--- config.mk ---
export PLATFORM = sky130hd
export DESIGN_NAME = trg_random_generator
export DESIGN_NICKNAME = d
export VERILOG_FILES = /design/src/hw/trg_pkg.sv /design/src/hw/trg_random_generator.sv
export SDC_FILE = /design/constraint.sdc
export NUM_CORES = 1
export LEC_CHECK = 0
export BUFFER_PORTS_ARGS = -buffer_cell sky130_fd_sc_hd__buf_2
export CELL_PAD_IN_SITES_DETAIL_PLACEMENT = 1
export CELL_PAD_IN_SITES_GLOBAL_PLACEMENT = 1
export CORE_MARGIN = 2
export CORE_UTILIZATION = 40
export DETAILED_ROUTE_END_ITERATION = 10
export HOLD_SLACK_MARGIN = 0.06
export PLACE_DENSITY = 0.78
export SLEW_MARGIN = 5
export SYNTH_ARGS = -nofsm -noshare
export SYNTH_HDL_FRONTEND = slang
export SYNTH_SLANG_ARGS = --single-unit
export TNS_END_PERCENT = 50
--- constraint.sdc ---
create_clock -name pclk -period 2.37 [get_ports pclk]
set_input_delay 0.1185 -clock pclk [delete_from_list [all_inputs] [get_ports pclk]]
set_output_delay 0.1185 -clock pclk [all_outputs]
set_load 0.02 [all_outputs]
--- src/hw/trg_pkg.sv ---
// constants and types for the true random byte generator
package trg_pkg;
    // register byte offsets
    localparam logic [11:0] OFF_TASK_START   = 12'h000;
    localparam logic [11:0] OFF_TASK_STOP    = 12'h004;
    localparam logic [11:0] OFF_EVENT_READY  = 12'h100;
    localparam logic [11:0] OFF_SHORTCUT     = 12'h200;
    localparam logic [11:0] OFF_IRQ_EN_SET   = 12'h304;
    localparam logic [11:0] OFF_IRQ_EN_CLR   = 12'h308;
    localparam logic [11:0] OFF_BIAS_CONFIG  = 12'h504;
    localparam logic [11:0] OFF_RANDOM_OUT   = 12'h508;

    // field positions
    localparam int TASK_BIT     = 0;
    localparam int EVENT_BIT    = 0;
    localparam int STOP_SC_BIT  = 0;
    localparam int IRQ_RDY_BIT  = 0;
    localparam int BIAS_EN_BIT  = 0;
    localparam int VALUE_W      = 8;

    // reset values
    localparam logic [VALUE_W-1:0] VALUE_RST = 8'h00;
    localparam logic               CFG_RST   = 1'b0;

    // timing
    localparam int CLK_MHZ          = 125;
    localparam int START_DELAY_US   = 128;
    localparam int START_DELAY_CYC  = START_DELAY_US * CLK_MHZ;
    localparam int RAW_BYTE_NS      = 30000;
    localparam int CLK_PERIOD_NS    = 8;
    localparam int BIT_CYC          =
        RAW_BYTE_NS / (CLK_PERIOD_NS * VALUE_W);
    localparam int BIT_CNT_W        = 9;
    localparam int DLY_CNT_W        = 16;

    typedef enum logic [1:0] {
        ST_IDLE   = 2'b00,
        ST_WARMUP = 2'b01,
        ST_RUN    = 2'b10
    } trg_state_t;

    // software settings
    typedef struct packed {
        logic stop_on_ready;
        logic bias_en;
        logic irq_en;
    } trg_cfg_t;
endpackage

--- src/hw/trg_random_generator.sv ---
// random byte generator core with apb register slave
`timescale 1ns/1ps
`default_nettype none

module trg_random_generator #(
    parameter int START_DELAY = trg_pkg::START_DELAY_CYC
) (
    input  wire logic        pclk,
    input  wire logic        presetn,
    input  wire logic        psel,
    input  wire logic        penable,
    input  wire logic        pwrite,
    input  wire logic [11:0] paddr,
    input  wire logic [31:0] pwdata,
    output logic      [31:0] prdata,
    output logic             pready,
    output logic             pslverr,
    input  wire logic        noise_bit,
    output logic             value_ready_pulse,
    output logic             running,
    output logic             irq
);

    function automatic logic hit(input logic [11:0] a,
                                 input logic [11:0] off);
        hit = (a[11:2] == off[11:2]);
    endfunction

    function automatic logic mapped(input logic [11:0] a);
        mapped = hit(a, trg_pkg::OFF_TASK_START)
              || hit(a, trg_pkg::OFF_TASK_STOP)
              || hit(a, trg_pkg::OFF_EVENT_READY)
              || hit(a, trg_pkg::OFF_SHORTCUT)
              || hit(a, trg_pkg::OFF_IRQ_EN_SET)
              || hit(a, trg_pkg::OFF_IRQ_EN_CLR)
              || hit(a, trg_pkg::OFF_BIAS_CONFIG)
              || hit(a, trg_pkg::OFF_RANDOM_OUT);
    endfunction

    localparam logic [trg_pkg::DLY_CNT_W-1:0] DLY_LAST =
        trg_pkg::DLY_CNT_W'(START_DELAY - 1);
    localparam logic [trg_pkg::BIT_CNT_W-1:0] BIT_LAST =
        trg_pkg::BIT_CNT_W'(trg_pkg::BIT_CYC - 1);

    trg_pkg::trg_state_t              state_q;
    trg_pkg::trg_state_t              state_d;
    trg_pkg::trg_cfg_t                cfg_q;
    logic [trg_pkg::DLY_CNT_W-1:0]    dly_cnt_q;
    logic [trg_pkg::BIT_CNT_W-1:0]    bit_cnt_q;
    logic [trg_pkg::VALUE_W-1:0]      shift_q;
    logic [2:0]                       fill_q;
    logic [trg_pkg::VALUE_W-1:0]      value_q;
    logic                             event_q;
    logic                             pair_have_q;
    logic                             pair_first_q;
    logic                             pulse_q;
    logic [31:0]                      prdata_q;
    logic                             err_q;

    logic wr_acc;
    logic rd_setup;
    logic start_task;
    logic stop_task;
    logic sample_tick;
    logic bit_valid;
    logic bit_value;
    logic byte_done;
    logic event_clr;

    // apb: zero wait states, data captured in setup phase
    // pslverr only for unmapped words; writes there are dropped
    assign wr_acc   = psel && penable && pwrite;
    assign rd_setup = psel && !penable;
    assign pready   = 1'b1;
    assign prdata   = prdata_q;
    assign pslverr  = err_q && penable;

    assign start_task = wr_acc
        && hit(paddr, trg_pkg::OFF_TASK_START)
        && pwdata[trg_pkg::TASK_BIT];
    logic sw_stop;
    logic auto_stop;
    logic warm_done;

    assign sw_stop = wr_acc
        && hit(paddr, trg_pkg::OFF_TASK_STOP)
        && pwdata[trg_pkg::TASK_BIT];
    // shortcut stop lands on the edge that loads the byte
    assign auto_stop = byte_done && cfg_q.stop_on_ready;
    assign stop_task = sw_stop || auto_stop;
    assign warm_done = (dly_cnt_q == DLY_LAST);
    assign event_clr = wr_acc
        && hit(paddr, trg_pkg::OFF_EVENT_READY)
        && !pwdata[trg_pkg::EVENT_BIT];

    // sequencer: idle, warm-up once per start, then run
    // a start while busy is ignored
    always_comb begin
        state_d = state_q;
        case (state_q)
            trg_pkg::ST_IDLE: begin
                if (start_task) begin
                    state_d = trg_pkg::ST_WARMUP;
                end
            end
            trg_pkg::ST_WARMUP: begin
                if (stop_task) begin
                    state_d = trg_pkg::ST_IDLE;
                end else if (warm_done) begin
                    state_d = trg_pkg::ST_RUN;
                end
            end
            trg_pkg::ST_RUN: begin
                if (stop_task) begin
                    state_d = trg_pkg::ST_IDLE;
                end
            end
            default: begin
                state_d = trg_pkg::ST_IDLE;
            end
        endcase
    end

    always_ff @(posedge pclk or negedge presetn) begin
        if (!presetn) begin
            state_q <= trg_pkg::ST_IDLE;
        end else begin
            state_q <= state_d;
        end
    end

    assign running = (state_q == trg_pkg::ST_RUN);

    // one-time warm-up count, only after start
    always_ff @(posedge pclk or negedge presetn) begin
        if (!presetn) begin
            dly_cnt_q <= '0;
        end else if (state_q == trg_pkg::ST_WARMUP) begin
            dly_cnt_q <= dly_cnt_q + 1'b1;
        end else begin
            dly_cnt_q <= '0;
        end
    end

    // noise sampling interval
    always_ff @(posedge pclk or negedge presetn) begin
        if (!presetn) begin
            bit_cnt_q <= '0;
        end else if (!running || sample_tick) begin
            bit_cnt_q <= '0;
        end else begin
            bit_cnt_q <= bit_cnt_q + 1'b1;
        end
    end

    assign sample_tick = running && (bit_cnt_q == BIT_LAST);

    // bias correction on bit pairs: 01 -> 0, 10 -> 1, equal dropped
    always_ff @(posedge pclk or negedge presetn) begin
        if (!presetn) begin
            pair_have_q  <= 1'b0;
            pair_first_q <= 1'b0;
        end else if (!running || !cfg_q.bias_en) begin
            pair_have_q  <= 1'b0;
            pair_first_q <= 1'b0;
        end else if (sample_tick) begin
            pair_have_q  <= !pair_have_q;
            pair_first_q <= noise_bit;
        end
    end

    // pair decode: 01 -> 0, 10 -> 1; equal pairs carry no bit
    function automatic logic [1:0] pair_decode(input logic first,
                                               input logic second);
        case ({first, second})
            2'b01:   pair_decode = 2'b10;
            2'b10:   pair_decode = 2'b11;
            default: pair_decode = 2'b00;
        endcase
    endfunction

    logic [1:0] pair_bits;

    always_comb begin
        pair_bits = pair_decode(pair_first_q, noise_bit);
        if (cfg_q.bias_en) begin
            bit_valid = sample_tick && pair_have_q
                     && pair_bits[1];
            bit_value = pair_bits[0];
        end else begin
            bit_valid = sample_tick;
            bit_value = noise_bit;
        end
    end

    // byte assembly, first sampled bit ends in the top bit
    always_ff @(posedge pclk or negedge presetn) begin
        if (!presetn) begin
            shift_q <= '0;
        end else if (!running) begin
            shift_q <= '0;
        end else if (bit_valid) begin
            shift_q <= {shift_q[trg_pkg::VALUE_W-2:0], bit_value};
        end
    end

    // bit count of the byte; a stop drops the partial byte
    always_ff @(posedge pclk or negedge presetn) begin
        if (!presetn) begin
            fill_q <= '0;
        end else if (!running) begin
            fill_q <= '0;
        end else if (bit_valid) begin
            fill_q <= fill_q + 1'b1;
        end
    end

    assign byte_done = bit_valid && (fill_q == 3'h7);

    logic [trg_pkg::VALUE_W-1:0] value_d;

    // the finishing bit goes straight into the output word
    assign value_d = {shift_q[trg_pkg::VALUE_W-2:0], bit_value};

    // output value, overwritten by each new byte
    always_ff @(posedge pclk or negedge presetn) begin
        if (!presetn) begin
            value_q <= trg_pkg::VALUE_RST;
        end else if (byte_done) begin
            value_q <= value_d;
        end
    end

    // event flag: set beats clear
    always_ff @(posedge pclk or negedge presetn) begin
        if (!presetn) begin
            event_q <= 1'b0;
        end else if (byte_done) begin
            event_q <= 1'b1;
        end else if (event_clr) begin
            event_q <= 1'b0;
        end
    end

    always_ff @(posedge pclk or negedge presetn) begin
        if (!presetn) begin
            pulse_q <= 1'b0;
        end else begin
            pulse_q <= byte_done;
        end
    end

    assign value_ready_pulse = pulse_q;

    // software settings: shortcut bit, bias enable, irq enable
    // irq enable is set and cleared through separate words
    always_ff @(posedge pclk or negedge presetn) begin
        if (!presetn) begin
            cfg_q.stop_on_ready <= 1'b0;
        end else if (wr_acc && hit(paddr, trg_pkg::OFF_SHORTCUT)) begin
            cfg_q.stop_on_ready <= pwdata[trg_pkg::STOP_SC_BIT];
        end
    end

    always_ff @(posedge pclk or negedge presetn) begin
        if (!presetn) begin
            cfg_q.bias_en <= trg_pkg::CFG_RST;
        end else if (wr_acc && hit(paddr, trg_pkg::OFF_BIAS_CONFIG)) begin
            cfg_q.bias_en <= pwdata[trg_pkg::BIAS_EN_BIT];
        end
    end

    always_ff @(posedge pclk or negedge presetn) begin
        if (!presetn) begin
            cfg_q.irq_en <= 1'b0;
        end else if (wr_acc && hit(paddr, trg_pkg::OFF_IRQ_EN_SET)
                     && pwdata[trg_pkg::IRQ_RDY_BIT]) begin
            cfg_q.irq_en <= 1'b1;
        end else if (wr_acc && hit(paddr, trg_pkg::OFF_IRQ_EN_CLR)
                     && pwdata[trg_pkg::IRQ_RDY_BIT]) begin
            cfg_q.irq_en <= 1'b0;
        end
    end

    assign irq = event_q && cfg_q.irq_en;

    // register index of an offset: bits [1:0] are not decoded
    function automatic logic [9:0] word_of(input logic [11:0] off);
        word_of = off[11:2];
    endfunction

    // read word from register state, zero in unused bits
    logic [31:0] rd_word;

    always_comb begin
        rd_word = '0;
        case (paddr[11:2])
            word_of(trg_pkg::OFF_EVENT_READY): begin
                rd_word[trg_pkg::EVENT_BIT] = event_q;
            end
            word_of(trg_pkg::OFF_SHORTCUT): begin
                rd_word[trg_pkg::STOP_SC_BIT] = cfg_q.stop_on_ready;
            end
            word_of(trg_pkg::OFF_IRQ_EN_SET): begin
                rd_word[trg_pkg::IRQ_RDY_BIT] = cfg_q.irq_en;
            end
            word_of(trg_pkg::OFF_IRQ_EN_CLR): begin
                rd_word[trg_pkg::IRQ_RDY_BIT] = cfg_q.irq_en;
            end
            word_of(trg_pkg::OFF_BIAS_CONFIG): begin
                rd_word[trg_pkg::BIAS_EN_BIT] = cfg_q.bias_en;
            end
            word_of(trg_pkg::OFF_RANDOM_OUT): begin
                rd_word[trg_pkg::VALUE_W-1:0] = value_q;
            end
            default: begin
                rd_word = '0;
            end
        endcase
    end

    // read data captured in setup phase, held through access
    always_ff @(posedge pclk or negedge presetn) begin
        if (!presetn) begin
            prdata_q <= '0;
        end else if (rd_setup) begin
            if (!pwrite) begin
                prdata_q <= rd_word;
            end else begin
                prdata_q <= '0;
            end
        end
    end

    // unmapped address flagged for the access phase
    always_ff @(posedge pclk or negedge presetn) begin
        if (!presetn) begin
            err_q <= 1'b0;
        end else if (rd_setup) begin
            err_q <= !mapped(paddr);
        end
    end

endmodule

`default_nettype wire

==> results.md, run 1 <==
* Outcome: completed
* TritonRoute pass-1 iters at 4
* Hold crit path type: in2reg
* Power, Total at 2.344 mW
* # H-tree levels at 3
* Area of the multi-input gates at between 1000 and 1500 sq um
* Post-synthesis instance area at approximately 3100 sq um
* Crit path required time at 2590 ps
* Category of the worst setup path capture point: flop
* Post-synth EDFFs at 0
* Number of diodes at 0
* Total Neg Setup Slack at 0 ps
* Die footprint at around 8600 sq um
* Most used DFF post-synth: dfrtp_1
* Instance count of the mapped netlist at 310
* Post-CTS clock slew at the launch and capture registers of the worst setup and hold paths at 70 ps
* Final Net Count at 403
* Clock tree from TritonCTS: yes
* CTS Buffer Depth at 2
* Least-Margin Pin Slew at 727.0 ps
* Number of register bits inferred by synthesis at 61
* Ratio of cells with drive above 1 in the final layout at 0.1818
* Via count at 2,298
* Width of the die at 92.73 microns
* Layout fillers at 907
* Growth of design area from synthesis to finish at 12.24%
* Yosys warning total at 0
* Count of hold-fix buffers inserted at cts at 3
* Residual DRC count at 0
* Static leakage at 1.774 nW
* Drt first-iter violations at 86
* Global routing usage summed across all routing layers at 0.1672
* Site Rows at 32
* Leading cell types by total area after synthesis: dfrtp_1 48%, buf_4 6.0%, mux2i_1 3.5%, nand2_1 3.2%, nor2_1 3.2%
* Worst max-slew margin expressed relative to the limit at 0.5113
* Sequential fraction of the synthesis area at 0.4847
* Setup-violating endpoint count in the final report at 0
* Number of clock sinks at 61
* Routability congestion estimate at 0.8207
* Final worst-path setup slack at 253.3 ps
* Sequential Area at 1526 sq um
* Input/output buffers at 28
* Hold Violations, Final at 0
* Height of the die at 92.73 microns
* Number of distinct standard cells referenced by the synthesized netlist at 50
* Clock tree root buffer cell: clkbuf_8
* Initial Utilization at 0.4097
* Average vias per placed instance at 5.062
* Clock Latency Late Sink at 340 ps
* Yosys top cell area share at 0.4847
* Top-level I/O count at 87
* Unrepaired setup endpoints after global routing: no
* Final wirelength at 6640 microns
* Number of buffers inserted during clock tree synthesis at 9
* Kind of start point of the critical path: flop
* Fin crit period at about 2100 ps
* Antenna violations before repair at 0
* Number of violations of the max-capacitance limit at 0
* Post-Syn Area per Cell at 10.16 sq um
* Setup clock skew after layout at 5.965 ps
* Worst setup path category: reg2reg
* Async S/R FF share, synth at 1.000
* Global-route wire length before repair at roughly 11,000 microns
* PD cells at around 660 nW/um^2
* PostCTS Resize Cnt at 0
* Post-synthesis cell type with the largest combined area: dfrtp_1
* Highest fanout seen on the critical path at 10
* Remaining antenna violation count after routing at 0
* Estimated wirelength of the detail-placed design at just under 5000 microns
* Detailed-route wire length per cell at 14.63 microns
* Post-CTS repair timing setup buffer count at 0
* Arrival time worst endpoint at roughly 2300 ps
* Worst vdd rail ir drop at between 0.2 and 0.3 mV
* Aggregate global routing overflow at 0
* Period Utilization, post-route at 0.8931
* Vias in the first global route at roughly 2,400
* Dpl ws at 231.6 ps
* Placeable core region at 7687 sq um
* Utilization of the core after routing at 0.4598
* Max-slew violations at 0
* Maximum number of pins on one net before global-route repair at 29
* Max Clock Freq at around 0.47 GHz
## Yosys cell counts, types with 5 or more instances
cell	n
xnor2_1	8
and3_1	5
nor4_1	7
clkbuf_1	6
mux2i_1	11
nand3_1	9
nand2b_1	5
a22o_1	8
xor2_1	9
nand4_1	6
nor3_1	9
nor2b_1	6
a21oi_1	9
mux2_2	8
dfrtp_1	61
ha_1	5
nand2_1	27
inv_1	15
nor2_1	27
buf_4	25
## power breakdown
part	internal, mW	switching (mW)
combinational	0.112	0.173
sequential	1.12	0.0793
clock	0.470	0.390
## worst paths after layout
path	startpoint	endpoint	slack, ps	cells past startpoint
setup / recovery	bit_cnt_q[0]	value_q[4]	250	5
hold / removal	pwdata[0]	cfg_q[2]	130	2
max in group asynchronous	presetn	cfg_q[1]	1430	3
setup reg to reg	bit_cnt_q[0]	value_q[4]	250	5
hold reg to reg	dly_cnt_q[0]	dly_cnt_q[0]	470	1
min in group asynchronous	presetn	shift_q[2]	240	2
## logic make-up after synthesis
family,count (synthesis),share of synthesized area
flip-flops,61,0.4847
adder cells (fa/ha/maj),6,0.02304
buffers and inverters,47,0.08621
other,2,0.002385
AO/OA/AOI/OAI,36,0.08145
XOR/XNOR,17,0.04728
AND/OR/NAND/NOR,121,0.2078
multiplexers,20,0.06715
## metrics by stage
stage	cell area [sq um]	std cells	hold WS, ps
2_1_floorplan	3236	333	-177.1
3_3_place_gp	3326	436	63.95
3_5_place_dp	3326	436	73.60
4_1_cts	3535	454	99.14
5_1_grt	3535	454	151.4
6_report	3535	454	129.9
## per-layer routing
metal / GRT usage / wire length (microns) / up-vias
met3: 0.03173 / 202 / 13
li1: - / - / 1100
met5: 0 / 0 / -
met4: 0.07843 / 158 / 0
met1: 0.2016 / 2963 / 1142
met2: 0.2883 / 3316 / 43
## cell type report
class                           count  share of cell area
Sequential cell                    61              0.4319
Clock inverter                      6             0.01558
Multi-Input combinational cell    225              0.4067
Tap cell                          102             0.03611
Timing Repair Buffer               36             0.05876
Inverter                           15             0.01593
Clock buffer                        9             0.03504
## placed cells by master, fill, tap and decap left out, drive strengths merged, types with 2 or more instances in the layout
| cell type | instances |
|---|---|
| a21oi | 9 |
| nand2 | 27 |
| or4 | 2 |
| a22oi | 2 |
| clkbuf | 9 |
| and3 | 5 |
| clkinv | 5 |
| dlygate4sd3 | 3 |
| nor4 | 8 |
| ha | 5 |
| or3 | 5 |
| and4 | 2 |
| mux2 | 9 |
| nand3 | 9 |
| buf | 33 |
| xnor2 | 8 |
| mux2i | 11 |
| nand4 | 7 |
| nor3 | 9 |
| xor2 | 9 |
| nand2b | 5 |
| o21ai | 3 |
| dfrtp | 61 |
| a22o | 8 |
| and2 | 4 |
| a31oi | 3 |
| inv | 15 |
| nor2 | 27 |
| conb | 25 |
| nor2b | 6 |
| o41ai | 2 |
## sequential cells by signal (all words and copies together) (netlist names)
signal             count
bit_cnt_q              9
value_ready_pulse      1
cfg_q                  3
value_q                8
err_q                  1
state_q                2
event_q                1
pair_have_q            1
dly_cnt_q             16
prdata                 8
shift_q                7
fill_q                 3
pair_first_q           1
## critical path, stage by stage, from the launching register on
cell and delay [ps]:
dfrtp_1 420, ha_1 250, and3_1 210, and4_1 340
nand4_2 370, mux2_2 400
Power figures use the tool's default switching activity.
==> run 2, diff against run 1 <==
--- a/config.mk
+++ b/config.mk
@@ -10,6 +10,7 @@
 export CELL_PAD_IN_SITES_GLOBAL_PLACEMENT = 1
 export CORE_MARGIN = 2
 export CORE_UTILIZATION = 40
+export CTS_BUF_LIST = sky130_fd_sc_hd__clkbuf_2
 export DETAILED_ROUTE_END_ITERATION = 10
 export HOLD_SLACK_MARGIN = 0.06
 export PLACE_DENSITY = 0.78
==> run 2 against run 1 <==
Against the previous run:
- hold slack worse by 31 ps
- total power decreased by 11%
- global-route usage is 0.27 points lower
- combinational power grew 3%
- setup slack got worse by 20 ps
- largest power group unchanged
- highest routed layer unchanged
==> results.md, run 2 (synthesis results as in run 1) <==
* Total Neg Setup Slack at 0 ps (unchanged)
* Most flop-heavy register: dly_cnt_q
* Clock tree from TritonCTS: yes
* Outcome: completed
* Utilization of the core after routing at 0.4587 (-0.001139)
* Number of clock sinks at 61 (unchanged)
* End point of the critical path: value_q[1]
* Number of diodes at 0 (unchanged)
* Clock Latency Late Sink at 480 ps (+140 ps)
* Kind of start point of the critical path: flop
* Via count at 2,324 (+1.1%)
* Category of the worst setup path capture point: flop
* Number of buffers inserted during clock tree synthesis at 9 (unchanged)
* Static leakage at 1.780 nW (+0.35%)
* Dpl ws at 231.6 ps (unchanged)
* Die footprint at 8599 sq um (unchanged)
* Crit path required time at 2740 ps (+150 ps)
* Top-level I/O count at 87 (unchanged)
* Detailed-route wire length per cell at 14.26 microns (-2.5%)
* Unrepaired setup endpoints after global routing: no
* Worst max-slew margin expressed relative to the limit at 0.5147 (+0.003373)
* Hold crit path type: in2reg
* TritonRoute pass-1 iters at 4 (unchanged)
* Aggregate global routing overflow at 0 (unchanged)
* Highest fanout seen on the critical path at 10 (unchanged)
* Residual DRC count at 0 (unchanged)
* Post-CTS clock slew at the launch and capture registers of the worst setup and hold paths at 170 ps (+100 ps)
* Leading cell type in the layout, fill and taps excluded: dfrtp_1
* Final wirelength at 6576 microns (-0.96%)
* Worst R2R Path Depth at 5 (unchanged)
* Max-slew violations at 0 (unchanged)
* End of the worst register-to-register path: value_q[1]
* Global-route wire length before repair at 11,050 microns (-1.5%)
* Worst vdd rail ir drop at 0.2412 mV (-14%)
* Height of the die at 92.73 microns (unchanged)
* Vias in the first global route at 2,318 (-1.5%)
* Number of flip-flops in the largest register at 16 (unchanged)
* CTS Buffer Depth at 2 (unchanged)
* Arrival time worst endpoint at 2510 ps (+170 ps)
* Inst Count DP at 436 (unchanged)
* Final cell count without fillers at 461 (+1.5%)
* Ratio of cells with drive above 1 in the final layout at 0.1783 (-0.003545)
* Setup-violating endpoint count in the final report at 0 (unchanged)
* Estimated wirelength of the detail-placed design at 4833 microns (unchanged)
* Source of the critical timing path: bit_cnt_q[0]
* Width of the die at 92.73 microns (unchanged)
* Growth of design area from synthesis to finish at 11.96%
* Drt first-iter violations at 93 (+8.1%)
* Worst setup path category: reg2reg
* Remaining antenna violation count after routing at 0 (unchanged)
* Site Rows at 32 (unchanged)
* Setup clock skew after layout at 27.13 ps (+21.17 ps)
* Highest-count cells in the layout ignoring fill and taps: 61 x dfrtp_1, 28 x buf_2, 27 x nand2_1, 27 x nor2_1, 25 x conb_1
* Routability congestion estimate at 0.8207 (unchanged)
* Fin crit period at 2136 ps (+19.65 ps)
* Antenna violations before repair at 0 (unchanged)
* Largest registers: dly_cnt_q (16), bit_cnt_q (9)
* Global routing usage summed across all routing layers at 0.1645 (-0.002666)
* Worst r2r src: bit_cnt_q[0]
* Clock tree root buffer cell: clkbuf_2
* PD cells at 591.7 nW/um^2 (-11%)
* Period Utilization, post-route at 0.9014 (+0.008291)
* Reg-to-reg setup timing slack at 230 ps (-20 ps)
* Placeable core region at 7687 sq um (unchanged)
* Final worst-path setup slack at 233.7 ps (-19.65 ps)
* Least-Margin Pin Slew at 721.9 ps (-5.017 ps)
* Input/output buffers at 28 (unchanged)
* Average vias per placed instance at 5.041 (-0.40%)
* Layout fillers at 908 (+0.11%)
* Maximum number of pins on one net before global-route repair at 29 (unchanged)
* PostCTS Resize Cnt at 0 (unchanged)
* Initial Utilization at 0.4097 (unchanged)
* Number of violations of the max-capacitance limit at 0 (unchanged)
* Final Net Count at 410 (+1.7%)
* Max Clock Freq at 0.4681 GHz (-0.92%)
* Hold Violations, Final at 0 (unchanged)
* # H-tree levels at 3 (unchanged)
run 2: cell count changes in the layout (fill, tap and decap cells not counted):
cell | previous run | this run
clkbuf_8 | 9 | 0
dlygate4sd3_1 | 3 | 10
clkbuf_2 | 0 | 9
run 2: where the power goes:
part / switching, mW / leakage (nW) / internal [mW]
combinational: 0.176 / 0.929 / 0.119
sequential: 0.0782 / 0.780 / 1.12
clock: 0.365 / 0.0711 / 0.229
total: 0.619 / 1.78 / 1.47
run 2: timing repair:
item / 4_1_cts / 5_1_grt
setup endpoints to repair: 0 / 0
hold buffers: 10 / 0
setup buffers: 0 / 0
hold endpoints to repair: 69 / 0
run 2: worst max-delay path, cell delays in order (launching register included):
cell,delay [ps]
dfrtp_1,460
ha_1,260
and3_1,220
and4_1,350
nand4_2,370
mux2_2,390
run 2: layout make-up:
type,instances,area [sq um],share of cell area
sequential,61,1526,0.4329
multi-input combinational,225,1438,0.4077
timing repair buffer,43,277.8,0.07878
tap,102,127.6,0.03620
inverter,15,56.30,0.01597
clock inverter,6,55.05,0.01561
clock buffer,9,45.04,0.01278
run 2: routing by layer:
| metal | wire (microns) | track usage |
|---|---|---|
| met4 | 154 | 0.08456 |
| met2 | 3298 | 0.2792 |
| met5 | 0 | 0 |
| met3 | 177 | 0.02522 |
| met1 | 2946 | 0.2030 |
run 2: worst min path at each step:
stage | to | cells after the start | slack [ps] | startpoint
global placement | bit_cnt_q[2] | 1 | 60 | presetn
global route | event_q | 4 | 110 | paddr[9]
floorplan | bit_cnt_q[0] | 0 | -180 | presetn
detailed placement | bit_cnt_q[5] | 1 | 70 | presetn
CTS | prdata[0] | 5 | 60 | pwrite
finish | prdata[0] | 5 | 100 | pwrite
run 2: per-stage QoR:
stage | total power [mW] | hold slack [ps] | cell area, sq um
floorplan | 1.428 | -177.1 | 3236
global placement | 1.485 | 63.95 | 3326
detailed placement | 1.501 | 73.60 | 3326
CTS | 2.120 | 63.78 | 3526
global route | 2.212 | 105.9 | 3526
finish | 2.086 | 99.34 | 3526
